==> config.mk <==
export PLATFORM = sky130hd
export DESIGN_NAME = config_pin_function_select
export DESIGN_NICKNAME = d
export VERILOG_FILES = /design/src/hdl/pin_func_pkg.sv /design/src/hdl/led_stretch.sv /design/src/hdl/config_pin_function_select.sv
export VERILOG_INCLUDE_DIRS = /design/src /design/src/hdl
export SDC_FILE = /design/constraint.sdc
export NUM_CORES = 1
export LEC_CHECK = 0
export ABC_AREA = 1
export BUFFER_PORTS_ARGS = -buffer_cell sky130_fd_sc_hd__buf_2
export CAP_MARGIN = 5
export CORE_ASPECT_RATIO = 2
export CORE_MARGIN = 3
export CORE_UTILIZATION = 45
export CTS_CLUSTER_DIAMETER = 80
export DETAILED_ROUTE_END_ITERATION = 6
export GPL_TIMING_DRIVEN = 0
export PLACE_DENSITY = 0.67
export SLEW_MARGIN = 40
export SYNTH_ARGS = -nofsm -noshare
export SYNTH_HDL_FRONTEND = slang
export SYNTH_SLANG_ARGS = --single-unit
==> constraint.sdc <==
create_clock -name clk -period 1.73 [get_ports clk]
set_input_delay 0.346 -clock clk [delete_from_list [all_inputs] [get_ports clk]]
set_output_delay 0.346 -clock clk [all_outputs]
set_load 0.005 [all_outputs]
==> src/hdl/pin_func_map.svh <==
`ifndef PIN_FUNC_MAP_SVH
`define PIN_FUNC_MAP_SVH

// Function select codes held in nonvolatile configuration
`define FUNC_FLOAT        5'h00
`define FUNC_DRIVE_HIGH   5'h01
`define FUNC_DRIVE_LOW    5'h02
`define FUNC_LINE_DRIVER  5'h03
`define FUNC_POWER_SWITCH 5'h04
`define FUNC_UP_LED       5'h05
`define FUNC_DOWN_LED     5'h06
`define FUNC_ANY_LED      5'h07
`define FUNC_SLEEP        5'h08
`define FUNC_CLK_FAST     5'h09
`define FUNC_CLK_MID      5'h0A
`define FUNC_CLK_SLOW     5'h0B
`define FUNC_GPIO         5'h0C
`define FUNC_CHARGER      5'h0D
`define FUNC_CHARGER_INV  5'h0E
`define FUNC_WRITE_STROBE 5'h0F
`define FUNC_READ_STROBE  5'h10
`define FUNC_VBUS_SENSE   5'h11
`define FUNC_FRAME_TOGGLE 5'h12
`define FUNC_STAY_AWAKE   5'h13
`define FUNC_RESET_VALUE  5'h03

// LED stretch: least visible pulse in microseconds
`define LED_MIN_US        10
`define CLK_MHZ           40
`define LED_STRETCH_CYC   (`LED_MIN_US * `CLK_MHZ)

`endif

==> src/hdl/pin_func_pkg.sv <==
package pin_func_pkg;
  typedef logic [4:0] func_sel_t;
  typedef logic [3:0] port_data_t;
  typedef enum logic [1:0] {PORT_UART, PORT_ASYNC, PORT_SYNC} port_mode_t;
endpackage

==> src/hdl/led_stretch.sv <==
`timescale 1ns/100ps
`include "pin_func_map.svh"

module led_stretch (
  input  wire logic clk,
  input  wire logic rst_n,
  input  wire logic activity,
  output logic      led_n
);
  logic [15:0] count_reg;

  // Reload on every activity so bursts stay lit
  always_ff @(posedge clk or negedge rst_n) begin
    if (!rst_n) begin
      count_reg <= 16'h0000;
    end else if (activity) begin
      count_reg <= 16'(`LED_STRETCH_CYC);
    end else if (count_reg != 16'h0000) begin
      count_reg <= count_reg - 16'h0001;
    end
  end

  always_ff @(posedge clk or negedge rst_n) begin
    if (!rst_n) begin
      led_n <= 1'b1;
    end else begin
      led_n <= !(activity || count_reg > 16'h0001);
    end
  end
endmodule

==> src/hdl/config_pin_function_select.sv <==
`timescale 1ns/100ps
`include "pin_func_map.svh"

module config_pin_function_select
  import pin_func_pkg::*;
(
  input  wire logic                     clk,
  input  wire logic                     rst_n,
  input  wire logic                     cfg_valid,
  input  wire pin_func_pkg::func_sel_t  cfg_func,
  input  wire logic                     cfg_pull_down_suspend,
  input  wire pin_func_pkg::port_mode_t port_mode,
  input  wire logic                     usb_configured,
  input  wire logic                     usb_suspend,
  input  wire logic                     usb_sof,
  input  wire logic                     charger_port_detect,
  input  wire logic                     serial_tx_busy,
  input  wire logic                     uplink_activity,
  input  wire logic                     downlink_activity,
  input  wire logic                     clk_24_en,
  input  wire logic                     clk_12_en,
  input  wire logic                     clk_6_en,
  input  wire logic                     gpio_out,
  input  wire logic                     gpio_oe,
  input  wire logic [15:0]              pace_divisor,
  input  wire logic                     port_write,
  input  wire pin_func_pkg::port_data_t port_write_data,
  output logic                          port_write_ready,
  input  wire logic                     port_read_req,
  output pin_func_pkg::port_data_t      port_read_data,
  output logic                          port_read_valid,
  input  wire pin_func_pkg::port_data_t port_pin_in,
  output pin_func_pkg::port_data_t      port_pin_out,
  output pin_func_pkg::port_data_t      port_pin_oe,
  output logic                          bitbang_active,
  input  wire logic                     config_pin_in,
  output logic                          config_pin_out,
  output logic                          config_pin_oe,
  output logic                          input_pull_down,
  output logic                          gpio_in,
  output logic                          vbus_present,
  output logic                          stay_awake
);
  import pin_func_pkg::*;

  func_sel_t   func_reg;
  logic        pin_out_next;
  logic        pin_oe_next;
  logic        frame_toggle_reg;
  logic        clk_div_reg;
  logic        write_strobe_n_reg;
  logic        read_strobe_n_reg;
  logic        pace_busy_reg;
  logic [15:0] pace_count_reg;
  port_data_t  port_out_reg;
  logic        rate_en;
  logic        clk_mode;
  logic        port_accept;
  logic        sync_write;
  logic        pace_start;
  logic        port_sample;
  logic [2:0]  led_activity;
  logic [2:0]  led_n;
  logic        up_led_n;
  logic        down_led_n;
  logic        any_led_n;

  // Configuration loaded on every cfg_valid; function held between loads
  always_ff @(posedge clk or negedge rst_n) begin
    if (!rst_n) begin
      func_reg <= `FUNC_RESET_VALUE;
    end else if (cfg_valid) begin
      func_reg <= cfg_func;
    end
  end

  always_ff @(posedge clk or negedge rst_n) begin
    if (!rst_n) begin
      frame_toggle_reg <= 1'b0;
    end else if (usb_sof) begin
      frame_toggle_reg <= !frame_toggle_reg;
    end
  end

  // Rate enable of the chosen clock option
  assign clk_mode = (func_reg == `FUNC_CLK_FAST) || (func_reg == `FUNC_CLK_MID) ||
                    (func_reg == `FUNC_CLK_SLOW);

  always_comb begin
    rate_en = 1'b0;
    case (func_reg)
      `FUNC_CLK_FAST: rate_en = clk_24_en;
      `FUNC_CLK_MID:  rate_en = clk_12_en;
      `FUNC_CLK_SLOW: rate_en = clk_6_en;
      default:        rate_en = 1'b0;
    endcase
  end

  // Held low in suspend and in other functions so no runt edge escapes
  always_ff @(posedge clk or negedge rst_n) begin
    if (!rst_n) begin
      clk_div_reg <= 1'b0;
    end else if (usb_suspend || !clk_mode) begin
      clk_div_reg <= 1'b0;
    end else begin
      clk_div_reg <= clk_div_reg ^ rate_en;
    end
  end

  // One stretcher per LED flavour: uplink, downlink, either
  assign led_activity[0] = uplink_activity;
  assign led_activity[1] = downlink_activity;
  assign led_activity[2] = uplink_activity || downlink_activity;

  generate
    for (genvar g = 0; g < 3; g++) begin : gen_led
      led_stretch stretch (
        .clk      (clk),
        .rst_n    (rst_n),
        .activity (led_activity[g]),
        .led_n    (led_n[g])
      );
    end
  endgenerate

  assign up_led_n   = led_n[0];
  assign down_led_n = led_n[1];
  assign any_led_n  = led_n[2];

  assign bitbang_active = (port_mode != PORT_UART);
  assign port_accept    = port_write && port_write_ready;
  assign sync_write     = (port_mode == PORT_SYNC) && port_write;
  assign pace_start     = (port_mode == PORT_ASYNC) && port_accept;
  assign port_sample    = sync_write || ((port_mode == PORT_ASYNC) && port_read_req);

  // Async pacing timer; a write waits for the previous byte's slot
  assign port_write_ready = !(port_mode == PORT_ASYNC && pace_busy_reg);

  always_ff @(posedge clk or negedge rst_n) begin
    if (!rst_n) begin
      pace_busy_reg <= 1'b0;
    end else if (pace_start) begin
      pace_busy_reg <= 1'b1;
    end else if (pace_count_reg == 16'h0000) begin
      pace_busy_reg <= 1'b0;
    end
  end

  // Counts the slot down; a zero divisor still costs one busy cycle
  always_ff @(posedge clk or negedge rst_n) begin
    if (!rst_n) begin
      pace_count_reg <= 16'h0000;
    end else if (pace_start) begin
      pace_count_reg <= pace_divisor;
    end else if (pace_count_reg != 16'h0000) begin
      pace_count_reg <= pace_count_reg - 16'h0001;
    end
  end

  always_ff @(posedge clk or negedge rst_n) begin
    if (!rst_n) begin
      port_out_reg <= 4'h0;
    end else if (bitbang_active && port_accept) begin
      port_out_reg <= port_write_data;
    end
  end

  assign port_pin_out = port_out_reg;
  assign port_pin_oe  = bitbang_active ? 4'hF : 4'h0;

  // Sync mode samples pins with each write; async samples on read request
  always_ff @(posedge clk or negedge rst_n) begin
    if (!rst_n) begin
      port_read_data <= 4'h0;
    end else if (port_sample) begin
      port_read_data <= port_pin_in;
    end
  end

  always_ff @(posedge clk or negedge rst_n) begin
    if (!rst_n) begin
      port_read_valid <= 1'b0;
    end else begin
      port_read_valid <= port_sample;
    end
  end

  // Registered strobes keep decode glitches off external clock inputs
  always_ff @(posedge clk or negedge rst_n) begin
    if (!rst_n) begin
      write_strobe_n_reg <= 1'b1;
    end else begin
      write_strobe_n_reg <= !(bitbang_active && port_accept);
    end
  end

  always_ff @(posedge clk or negedge rst_n) begin
    if (!rst_n) begin
      read_strobe_n_reg <= 1'b1;
    end else begin
      read_strobe_n_reg <= !(bitbang_active && (port_read_req || sync_write));
    end
  end

  always_comb begin
    pin_oe_next  = 1'b1;
    pin_out_next = 1'b0;
    case (func_reg)
      `FUNC_FLOAT:        pin_oe_next = 1'b0;
      `FUNC_DRIVE_HIGH:   pin_out_next = 1'b1;
      `FUNC_DRIVE_LOW:    pin_out_next = 1'b0;
      `FUNC_LINE_DRIVER:  pin_out_next = serial_tx_busy;
      `FUNC_POWER_SWITCH: pin_out_next = usb_suspend || !usb_configured;
      `FUNC_UP_LED:       pin_out_next = up_led_n;
      `FUNC_DOWN_LED:     pin_out_next = down_led_n;
      `FUNC_ANY_LED:      pin_out_next = any_led_n;
      `FUNC_SLEEP:        pin_out_next = !usb_suspend;
      `FUNC_CLK_FAST,
      `FUNC_CLK_MID,
      `FUNC_CLK_SLOW:     pin_out_next = clk_div_reg;
      `FUNC_GPIO: begin
        pin_out_next = gpio_out;
        pin_oe_next  = gpio_oe;
      end
      `FUNC_CHARGER:      pin_out_next = charger_port_detect;
      `FUNC_CHARGER_INV:  pin_out_next = !charger_port_detect;
      `FUNC_WRITE_STROBE: pin_out_next = write_strobe_n_reg;
      `FUNC_READ_STROBE:  pin_out_next = read_strobe_n_reg;
      `FUNC_VBUS_SENSE,
      `FUNC_STAY_AWAKE:   pin_oe_next = 1'b0;
      `FUNC_FRAME_TOGGLE: pin_out_next = frame_toggle_reg;
      default:            pin_oe_next = 1'b0;
    endcase
  end

  // Pin registered to keep glitches off external switches
  always_ff @(posedge clk or negedge rst_n) begin
    if (!rst_n) begin
      config_pin_out <= 1'b0;
    end else begin
      config_pin_out <= pin_out_next;
    end
  end

  // Reset leaves the pin floating until the function is known
  always_ff @(posedge clk or negedge rst_n) begin
    if (!rst_n) begin
      config_pin_oe <= 1'b0;
    end else begin
      config_pin_oe <= pin_oe_next;
    end
  end

  always_ff @(posedge clk or negedge rst_n) begin
    if (!rst_n) begin
      gpio_in <= 1'b0;
    end else begin
      gpio_in <= (func_reg == `FUNC_GPIO) && config_pin_in;
    end
  end

  // Present unless sensing, so a fixed pin never fakes an unplug
  always_ff @(posedge clk or negedge rst_n) begin
    if (!rst_n) begin
      vbus_present <= 1'b1;
    end else begin
      vbus_present <= (func_reg != `FUNC_VBUS_SENSE) || config_pin_in;
    end
  end

  always_ff @(posedge clk or negedge rst_n) begin
    if (!rst_n) begin
      stay_awake <= 1'b0;
    end else begin
      stay_awake <= (func_reg == `FUNC_STAY_AWAKE) && !config_pin_in;
    end
  end

  // Registered like the other levels; pulls only matter in suspend
  always_ff @(posedge clk or negedge rst_n) begin
    if (!rst_n) begin
      input_pull_down <= 1'b0;
    end else begin
      input_pull_down <= cfg_pull_down_suspend && usb_suspend;
    end
  end
endmodule

Word-level counts from Yosys, hierarchy flattened
Cells that the tools add are included.
{ "totals": {"mem_count": 0, "romBits": 0, "inputBits": 50, "regBits": 92, "mem_bits_rw": 0, "wordCells": 112, "latchBits": 0} }
{ "classes": {"n_shift": 0, "n_mux": 15, "order_cmp": 3, "n_reduce_logical": 46, "div": 0, "n_addsub": 4, "bitwise_logic": 1, "multipliers": 0, "n_eq_ne": 21} }
{ "op_table": {"columns": ["op", "count"], "rows": [
  ["2-to-1 mux 16 bit", 8],
  ["nonzero test 16 bit", 4],
  ["subtractor 16 x 1 -> 16 bit, second input constant", 4],
  ["> comparator 16 x 1 -> 1 bit, second input constant", 3],
  ["equality test 5 x 4 -> 1 bit, second input constant", 8],
  ["equality test 5 x 3 -> 1 bit, second input constant", 4],
  ["zero test 16 bit", 1],
  ["OR reduction 16 bit", 1],
  ["equality test 5 bit, second input constant", 3],
  ["case mux 1 bit (14 select lines)", 1],
  ["zero test 1 bit", 12],
  ["nonzero test 2 bit", 6],
  ["logical OR 1 bit", 11],
  ["equality test 5 x 2 -> 1 bit, second input constant", 2],
  ["logical AND 1 bit", 10],
  ["equality test 5 x 1 -> 1 bit, second input constant", 1],
  ["inequality test 5 bit, second input constant", 1],
  ["2-to-1 mux 4 bit", 1],
  ["2-to-1 mux 1 bit", 3],
  ["case mux 1 bit (3 select lines)", 1],
  ["OR reduction 3 bit", 1],
  ["equality test 2 x 1 -> 1 bit, second input constant", 1],
  ["equality test 2 bit, second input constant", 1],
  ["case mux 1 bit (2 select lines)", 1],
  ["XOR 1 bit", 1]
]} }

Longest topological paths before layout
Gate-level depths: netlist of run 1.
{ "depth": {"word_depth": 6, "depth_mapped": 9, "ltp_nobuf": 9} }

By module
From an unflattened synthesis of run 1, not the netlist that was laid out.
{ "unflattened": {"cells_unflattened": 786, "hier_area_um2": 5670.4} }
{ "modules_own_cells": {"columns": ["module", "cells_each", "area_each_um2", "instances"], "rows": [
  ["led_stretch", 148, 1086.0, 3],
  ["config_pin_function_select", 342, 2412.3, 1]
]} }

Least setup slack after synthesis of run 1
No wires, ideal clock.
{ "synth_path": {"kind": "register -> register", "startpoint": "reg gen_led[1].stretch.count_reg[0]", "endpoint": "reg gen_led[1].stretch.count_reg[6]", "synth_period_minus_slack_ns": 1.379, "n_path_buf": 0, "arrival_ns": 1.259, "path_slack_ns": 0.351, "required_ns": 1.610, "setup_time_ns": 0.120, "path_stages_with_launch": 8, "cell_sequence": "dfrtp_1 > inv_1 > ha_1 > nand2_1 > nor2_1 > or2_2 > nand3_1 > nor2_1"} }
{ "synth_via": {"elab_chain_cells": 3} }
{ "synth_rtl": {"columns": ["item", "line", "source"], "rows": [
  ["start: declaration", "led_stretch.sv:10", "logic [15:0] count_reg;"],
  ["start signal: assignment", "led_stretch.sv:17", "count_reg <= 16'(`LED_STRETCH_CYC);"],
  ["start signal: assignment", "led_stretch.sv:19", "count_reg <= count_reg - 16'h0001;"],
  ["subtractor 16 x 1 -> 16 bit", "led_stretch.sv:19", null],
  ["2-to-1 mux 16 bit", "led_stretch.sv:18", "end else if (count_reg != 16'h0000) begin"],
  ["2-to-1 mux 16 bit", "led_stretch.sv:16", "end else if (activity) begin"]
]} }
Parallel ways exist; a longest one is shown, timed or not. The select of a mux whose other input is x is not followed.
A chain may end at the register's enable or synchronous reset.

Worst setup path in the final report of run 1
{ "layout_path": {"startpoint": "reg gen_led[2].stretch.count_reg[0]", "endpoint": "reg gen_led[2].stretch.count_reg[4]"} }
{ "layout_via": {"elab_chain_cells": 3} }
{ "layout_rtl": {"columns": ["item", "line"], "rows": [
  ["start: declaration", "led_stretch.sv:10"],
  ["start signal: assignment", "led_stretch.sv:17"],
  ["start signal: assignment", "led_stretch.sv:19"],
  ["subtractor 16 x 1 -> 16 bit", "led_stretch.sv:19"],
  ["2-to-1 mux 16 bit", "led_stretch.sv:18"],
  ["2-to-1 mux 16 bit", "led_stretch.sv:16"]
]} }
Parallel ways exist; a longest one is shown, timed or not. The select of a mux whose other input is x is not followed.

==> results of run 1 <==
## layout by cell type, fill, tap and decap left out, types with 2 or more instances in the layout
cell type and instances:
nand2_1 252, nor2_1 137, inv_1 90, nand3_1 88, dfrtp_1 84, buf_2 72
o21ai_0 24, nor2_2 17, or2_2 13, ha_1 9, clkbuf_16 9, inv_2 8
dfstp_2 8, nand4_1 7, nand3b_1 7, xor2_1 7, buf_4 5, nor3_1 4
nand3_2 4, nor4_1 3, o21ai_1 3, clkinv_2 3, o211ai_1 2, nand2_2 2
a21oi_1 2, xnor2_1 2, ha_2 2, clkbuf_8 2
## power groups by stage
stage / clock (uW) / sequential [uW] / combinational (uW)
5_1_grt: 2050 / 2860 / 1900
2_1_floorplan: 0 / 2760 / 1200
4_1_cts: 1970 / 2810 / 1640
3_3_place_gp: 0 / 2840 / 1580
3_5_place_dp: 0 / 2840 / 1630
6_report: 1920 / 2810 / 1630
## layer usage
| metal | global-route usage (%) | wire, um |
|---|---|---|
| met5 | 0 | 0 |
| met2 | 40.32 | 7528 |
| met1 | 20.57 | 4994 |
| met4 | 7.540 | 318 |
| met3 | 3.046 | 363 |
## cell type report
| class | instances | area [um^2] | share of cell area (%) |
|---|---|---|---|
| multi-input cells | 590 | 2706 | 42.78 |
| flip-flops and latches | 92 | 2312 | 36.55 |
| repair buffers | 71 | 392.9 | 6.210 |
| inverters | 99 | 372.9 | 5.894 |
| clock buffers | 11 | 252.7 | 3.995 |
| well taps | 145 | 181.4 | 2.868 |
| plain buffers | 11 | 72.57 | 1.147 |
| clock inverters | 5 | 35.03 | 0.5538 |
## timing repair
action | CTS | global route
endpoints found under the setup margin | 0 | 9
gates resized for setup | 0 | 5
endpoints found under the hold margin | 25 | 0
buffers inserted | 0 | 0
hold buffers | 1 | 0
## per-stage QoR
step	area (um^2)	utilization (%)	total power [uW]
after floorplan	5454	-	3964
after global placement	5981	50.81	4424
after detailed placement	6018	51.13	4469
after CTS	6316	53.66	6410
after global routing	6326	53.74	6808
final	6326	53.74	6352
## cells by family (layout without fill, tap and decap cells)
logic type	Yosys count	in the layout	share of synthesized area, %
simple gates	536	536	42.12
fa+ha+maj	11	11	2.523
flops	92	92	42.40
compound gates	34	34	3.349
xor+xnor	9	9	1.445
buf+inv	110	197	8.167
## final timing paths
kind	from	to	depth (start not counted)
worst min-delay path	usb_sof	frame_toggle_reg$_DFFE_PN0P_	2
min in group asynchronous	rst_n	pace_count_reg[11]$_DFFE_PN0P_	2
worst max-delay path	gen_led[2].stretch.count_reg[0]$_DFFE_PN0P_	gen_led[2].stretch.count_reg[4]$_DFFE_PN0P_	7
worst min register to register	gen_led[0].stretch.count_reg[15]$_DFFE_PN0P_	gen_led[0].stretch.led_n$_DFF_PN1_	1
worst max register to register	gen_led[2].stretch.count_reg[0]$_DFFE_PN0P_	gen_led[2].stretch.count_reg[4]$_DFFE_PN0P_	7
max in group asynchronous	rst_n	func_reg[1]$_DFFE_PN1P_	3
==> impl_metrics.toml, run 1 <==
[route]
drt-total-wl_mm = 13.20
post_drt_wl_per_cell_um = 12.89
dr.pass1.iters = 4
first_iter_violations = 216
num_vias = 5094
ant_nets = 0
avgViaCountPerCell = 4.975
drc = 0

[place]
numPlacedInstances = 1007
place_ws_ps = 91.29
place_congestion = 0.9285
portBuffers = 69
dp_hpwl_mm = 10.35

[floorplanning]
row_count = 56
core-area_mm2 = 0.01177
die_area_mm2 = 0.01356
die_w_um = 83.85
die-height_um = 161.7
start_util_pct = 46.33
io_pins = 71

[critical_path]
r2r_setup_slack_ps = 170
cp_slowest_stage_delay_ps = 390
crit_arrival_ps = 1850
worst_path_max_delay_cell = "dfrtp_1"
critical_path_class = "register to register"
crit_path_end_kind = "register"
critPathRequiredTime_ps = 2020
path_cells = "inv_1, ha_1, nand2_1, or2_2, nand3_1, nand2_1, inv_1"
cp_num_buf_inv = 2
cp_max_fo = 7
startpoint_type = "register"
crit_family = "simple AND/OR/NAND/NOR gates"

[cts]
cts_sinks = 92
clk_latency_ps = 340
cts-root-buf = "clkbuf_16"
clkTransAtPathRegs_ps = 60
cts_tree = "built"
cts_made_buffers = 9
htreeDepth = 3
cts_buffer_depth = 2

[grt]
gr-total-overflow = 0
grt_pass1_vias = 4911
grt_first_pass_wirelength_mm = 22.01
grt_usage_pct = 20.22
antenna_found_initial = 0
grt_max_degree = 68

[layout]
synthToLayoutAreaGrowth_pct = 15.99
largest_reg_flops = 48
n_fill_cell = 1209
stdcell_count = 1024
drive_gt1_share_pct = 17.52
diodes = 0
layout.nets = 935

[power_and_ir_drop]
power_switching_share_pct = 34.31
p_leak_uw = 0.003449
pwr-share-clk_pct = 30.2
combPwrFrac_pct = 25.6
sequentialPowerShare_pct = 44.2
internal_power_uw = 4173
p_switching_uw = 2179
ir_drop_v = 0.0006977
powerDensity_mw_per_mm2 = 1004

[timing]
holdWs_ps = 176.0
period_minus_slack_ps = 1560
final_max_slew_viol_count = 0
finalHoldViolCount = 0
fmax_mhz = 641.2
finalSetupViolations = 0
totalNegativeSetupSlack_ps = 0
worst_slack_ps = 170.5
rsz0062_at_grt = "no"
fin_crit_sh_pct = 90.15
skew_ps = 6.199
max-slew-margin-rel_pct = 74.72
tightest_slew_ps = 378.0

[logic_synthesis]
synth_area_per_cell_um2 = 6.886
synth_edf_count = 0
synth_seq_cells = 92
synth_cell_types = 32
synth_area_leaders = "dfrtp_1 39%, nand2_1 17%, nor2_1 9.6%"
synth_top_cell_by_area = "dfrtp_1"
syn_inst = 792
synth_area_mm2 = 0.005454
yosys_warnings = 0
ys_top_cells_by_count = "252 x nand2_1, 139 x nor2_1, 91 x inv_1, 88 x nand3_1, 84 x dfrtp_1"
synth_seq_area_share_pct = 42.40
synthFlopType = "dfrtp_1"
synth_nets = 853
synth_top_area_share_pct = 38.54
synth.most_common_cell = "nand2_1"
synthArstFlopShare_pct = 100.0

[flow_run]
cap_violations = 0

[hold_path]
hold_class = "primary input to register"

[status]
outcome = "finished, final reports clean"
Note: power is estimated with default switching activity, not from simulation.
==> run 2: changes to the inputs <==
--- a/config.mk
+++ b/config.mk
@@ -6,7 +6,6 @@
 export SDC_FILE = /design/constraint.sdc
 export NUM_CORES = 1
 export LEC_CHECK = 0
-export ABC_AREA = 1
 export BUFFER_PORTS_ARGS = -buffer_cell sky130_fd_sc_hd__buf_2
 export CAP_MARGIN = 5
 export CORE_ASPECT_RATIO = 2
==> impl_metrics.toml, run 2 <==
[status]
outcome = "finished with violations"
violations = "setup timing"

[timing]
max-slew-margin-rel_pct = 62.27
fmax_mhz = 459.3
rsz0062_at_grt = "yes"
final_max_slew_viol_count = 0
finalHoldViolCount = 0
fin_crit_sh_pct = 125.9
worst_slack_ps = -447.2
tightest_slew_ps = 565.9
period_minus_slack_ps = 2177
skew_ps = 8.398
finalSetupViolations = 38

[flow_run]
cap_violations = 0

[logic_synthesis]
synthArstFlopShare_pct = 100.0
synthFlopType = "dfrtp_1"
synth_top_area_share_pct = 44.23
synth_top_cell_by_area = "dfrtp_1"
synth_seq_area_share_pct = 48.66
synth_seq_cells = 92
ys_top_cells_by_count = "84 x dfrtp_1, 62 x nor2_1, 42 x nand2_1, 27 x xor2_1, 26 x o21ai_0"
synth_area_leaders = "dfrtp_1 44%, xor2_1 5.0%, nor2_1 4.9%"
yosys_warnings = 0
synth_edf_count = 0
synth_area_per_cell_um2 = 9.659
synth_nets = 553
syn_inst = 492
synth_cell_types = 57
synth.most_common_cell = "dfrtp_1"
synth_area_mm2 = 0.004752

[layout]
largest_reg_flops = 48
n_fill_cell = 751
layout.nets = 686
diodes = 0
mostFrequentLayoutCell = "dfrtp_1"
drive_gt1_share_pct = 44.20
regArea_mm2 = 0.002325
fin_area_mm2 = 0.006719
synthToLayoutAreaGrowth_pct = 41.39
final_cell_mix = "74 x dfrtp_1, 67 x buf_2, 51 x nor2_1, 45 x buf_4, 38 x nand2_1"
multiInputGateArea_mm2 = 0.002897

[place]
place_congestion = 0.8588
dp_hpwl_mm = 8.037
portBuffers = 68
place_ws_ps = -659.2
placed_cell_area_mm2 = 0.005386

[floorplanning]
die_area_mm2 = 0.01190
row_count = 52
io_pins = 71
core-area_mm2 = 0.01021
start_util_pct = 46.52
die-height_um = 151.3
die_w_um = 78.67

[cts]
cts_sinks = 92
cts_buffer_depth = 2
htreeDepth = 3
clk_latency_ps = 340
clkTransAtPathRegs_ps = 60
cts-root-buf = "clkbuf_16"
cts_tree = "built"
cts_made_buffers = 9

[route]
avgViaCountPerCell = 5.524
ant_nets = 0
drc = 0
dr.pass1.iters = 4
first_iter_violations = 177
drt-total-wl_mm = 12.85
num_vias = 4220
post_drt_wl_per_cell_um = 16.82

[power_and_ir_drop]
total_power_uw = 6130
ir_drop_v = 0.0008630
p_leak_uw = 0.002793
powerDensity_mw_per_mm2 = 912.3

[grt]
grt_first_pass_wirelength_mm = 19.41
grt_max_degree = 57
grt_pass1_vias = 4144
antenna_found_initial = 0
grt_usage_pct = 20.61
gr-total-overflow = 0

[critical_path]
crit_end = "pace_count_reg[14]$_DFFE_PN0P_"
crit_path_end_kind = "register"
reg2reg_depth = 7
reg2reg_from = "pace_count_reg[0]$_DFFE_PN0P_"
crit_arrival_ps = 2410
critical_path_class = "register to register"
crit_path_frequent_cell = "or3b_4"
startpoint_type = "register"
cp_max_fo = 3
worstSetupStartpoint = "pace_count_reg[0]$_DFFE_PN0P_"
worst_path_max_delay_cell = "or4_4"
critPathRequiredTime_ps = 1960
r2r_setup_slack_ps = -450
path_cells = "inv_2, ha_4, or3b_4, or3b_4, or4_4, xor2_1, o21ai_2"
worst_r2r_endpoint = "pace_count_reg[14]$_DFFE_PN0P_"
cp_slowest_stage_delay_ps = 420

[hold_path]
hold_depth = 3
hold_class = "primary input to register"
min_from = "pace_divisor[1]"
[run 2: worst max-delay path, delay by kind of cell (launching register included)]
kind                       cells  cell delay (ps)
xor gates and xnor gates       1              170
and+or+nand+nor                3             1190
DFF                            1              410
adders and majority gates      1              130
buffers and inverters          1               90
AOI/OAI and AO/OA              1               70
[run 2: kinds of logic after synthesis]
logic type,after synthesis,share of synthesized area (%)
AO/OA/AOI/OAI,77,10.24
XOR/XNOR,41,7.557
adder cells (fa/ha/maj),11,2.896
buffers and inverters,37,3.265
flip-flops,92,48.66
multiplexers,16,3.686
AND/OR/NAND/NOR,218,23.70
[run 2: routing by layer]
metal	GRT usage, %	vias to the layer above	wire [um]
li1	-	2005	-
met1	21.92	2072	4533
met2	39.61	110	7514
met3	3.155	33	410
met4	8.231	0	394
met5	0	-	0
[run 2: what timing repair did]
item                       CTS  global route
buffers inserted            32            28
hold endpoints to repair    29             0
hold buffers                 1             0
setup endpoints to repair   65            60
pin swaps                   36            46
resized for setup           58            93
gates cloned                 0             1
[run 2: metrics by stage]
step / util (%) / TNS (ps) / hold WS (ps) / cells
after floorplan: - / -1611 / 50.41 / 492
after CTS: 60.31 / -3031 / 191.6 / 739
final: 65.78 / -3817 / 194.6 / 764
after detailed placement: 52.73 / -15270 / 271.9 / 696
after global placement: 52.40 / -59590 / 457.4 / 695
after global routing: 65.78 / -7503 / 203.8 / 764
[run 2: layout make-up]
type,count,area share (%)
Sequential cell,92,34.60
Inverter,14,0.8194
Clock inverter,4,0.7449
Tap cell,135,2.514
Timing Repair Buffer,128,13.15
Clock buffer,11,3.613
Multi-Input combinational cell,363,43.11
Buffer,17,1.453
[run 2: worst min-delay path by stage]
stage / to / slack [ps]
final: pace_count_reg[1]$_DFFE_PN0P_ / 190
after global routing: frame_toggle_reg$_DFFE_PN0P_ / 200
after CTS: pace_count_reg[1]$_DFFE_PN0P_ / 190
after detailed placement: gen_led[1].stretch.count_reg[9]$_DFFE_PN0P_ / 270
after global placement: frame_toggle_reg$_DFFE_PN0P_ / 460
after floorplan: clk_div_reg$_DFF_PN0_ / 50
[run 2: report_power, final]
group	total [uW]	internal (uW)	leakage, uW	switching (uW)
Combinational	1480	741	0.00154	736
Sequential	2680	2390	0.00112	290
Clock	1970	1150	0.000138	825
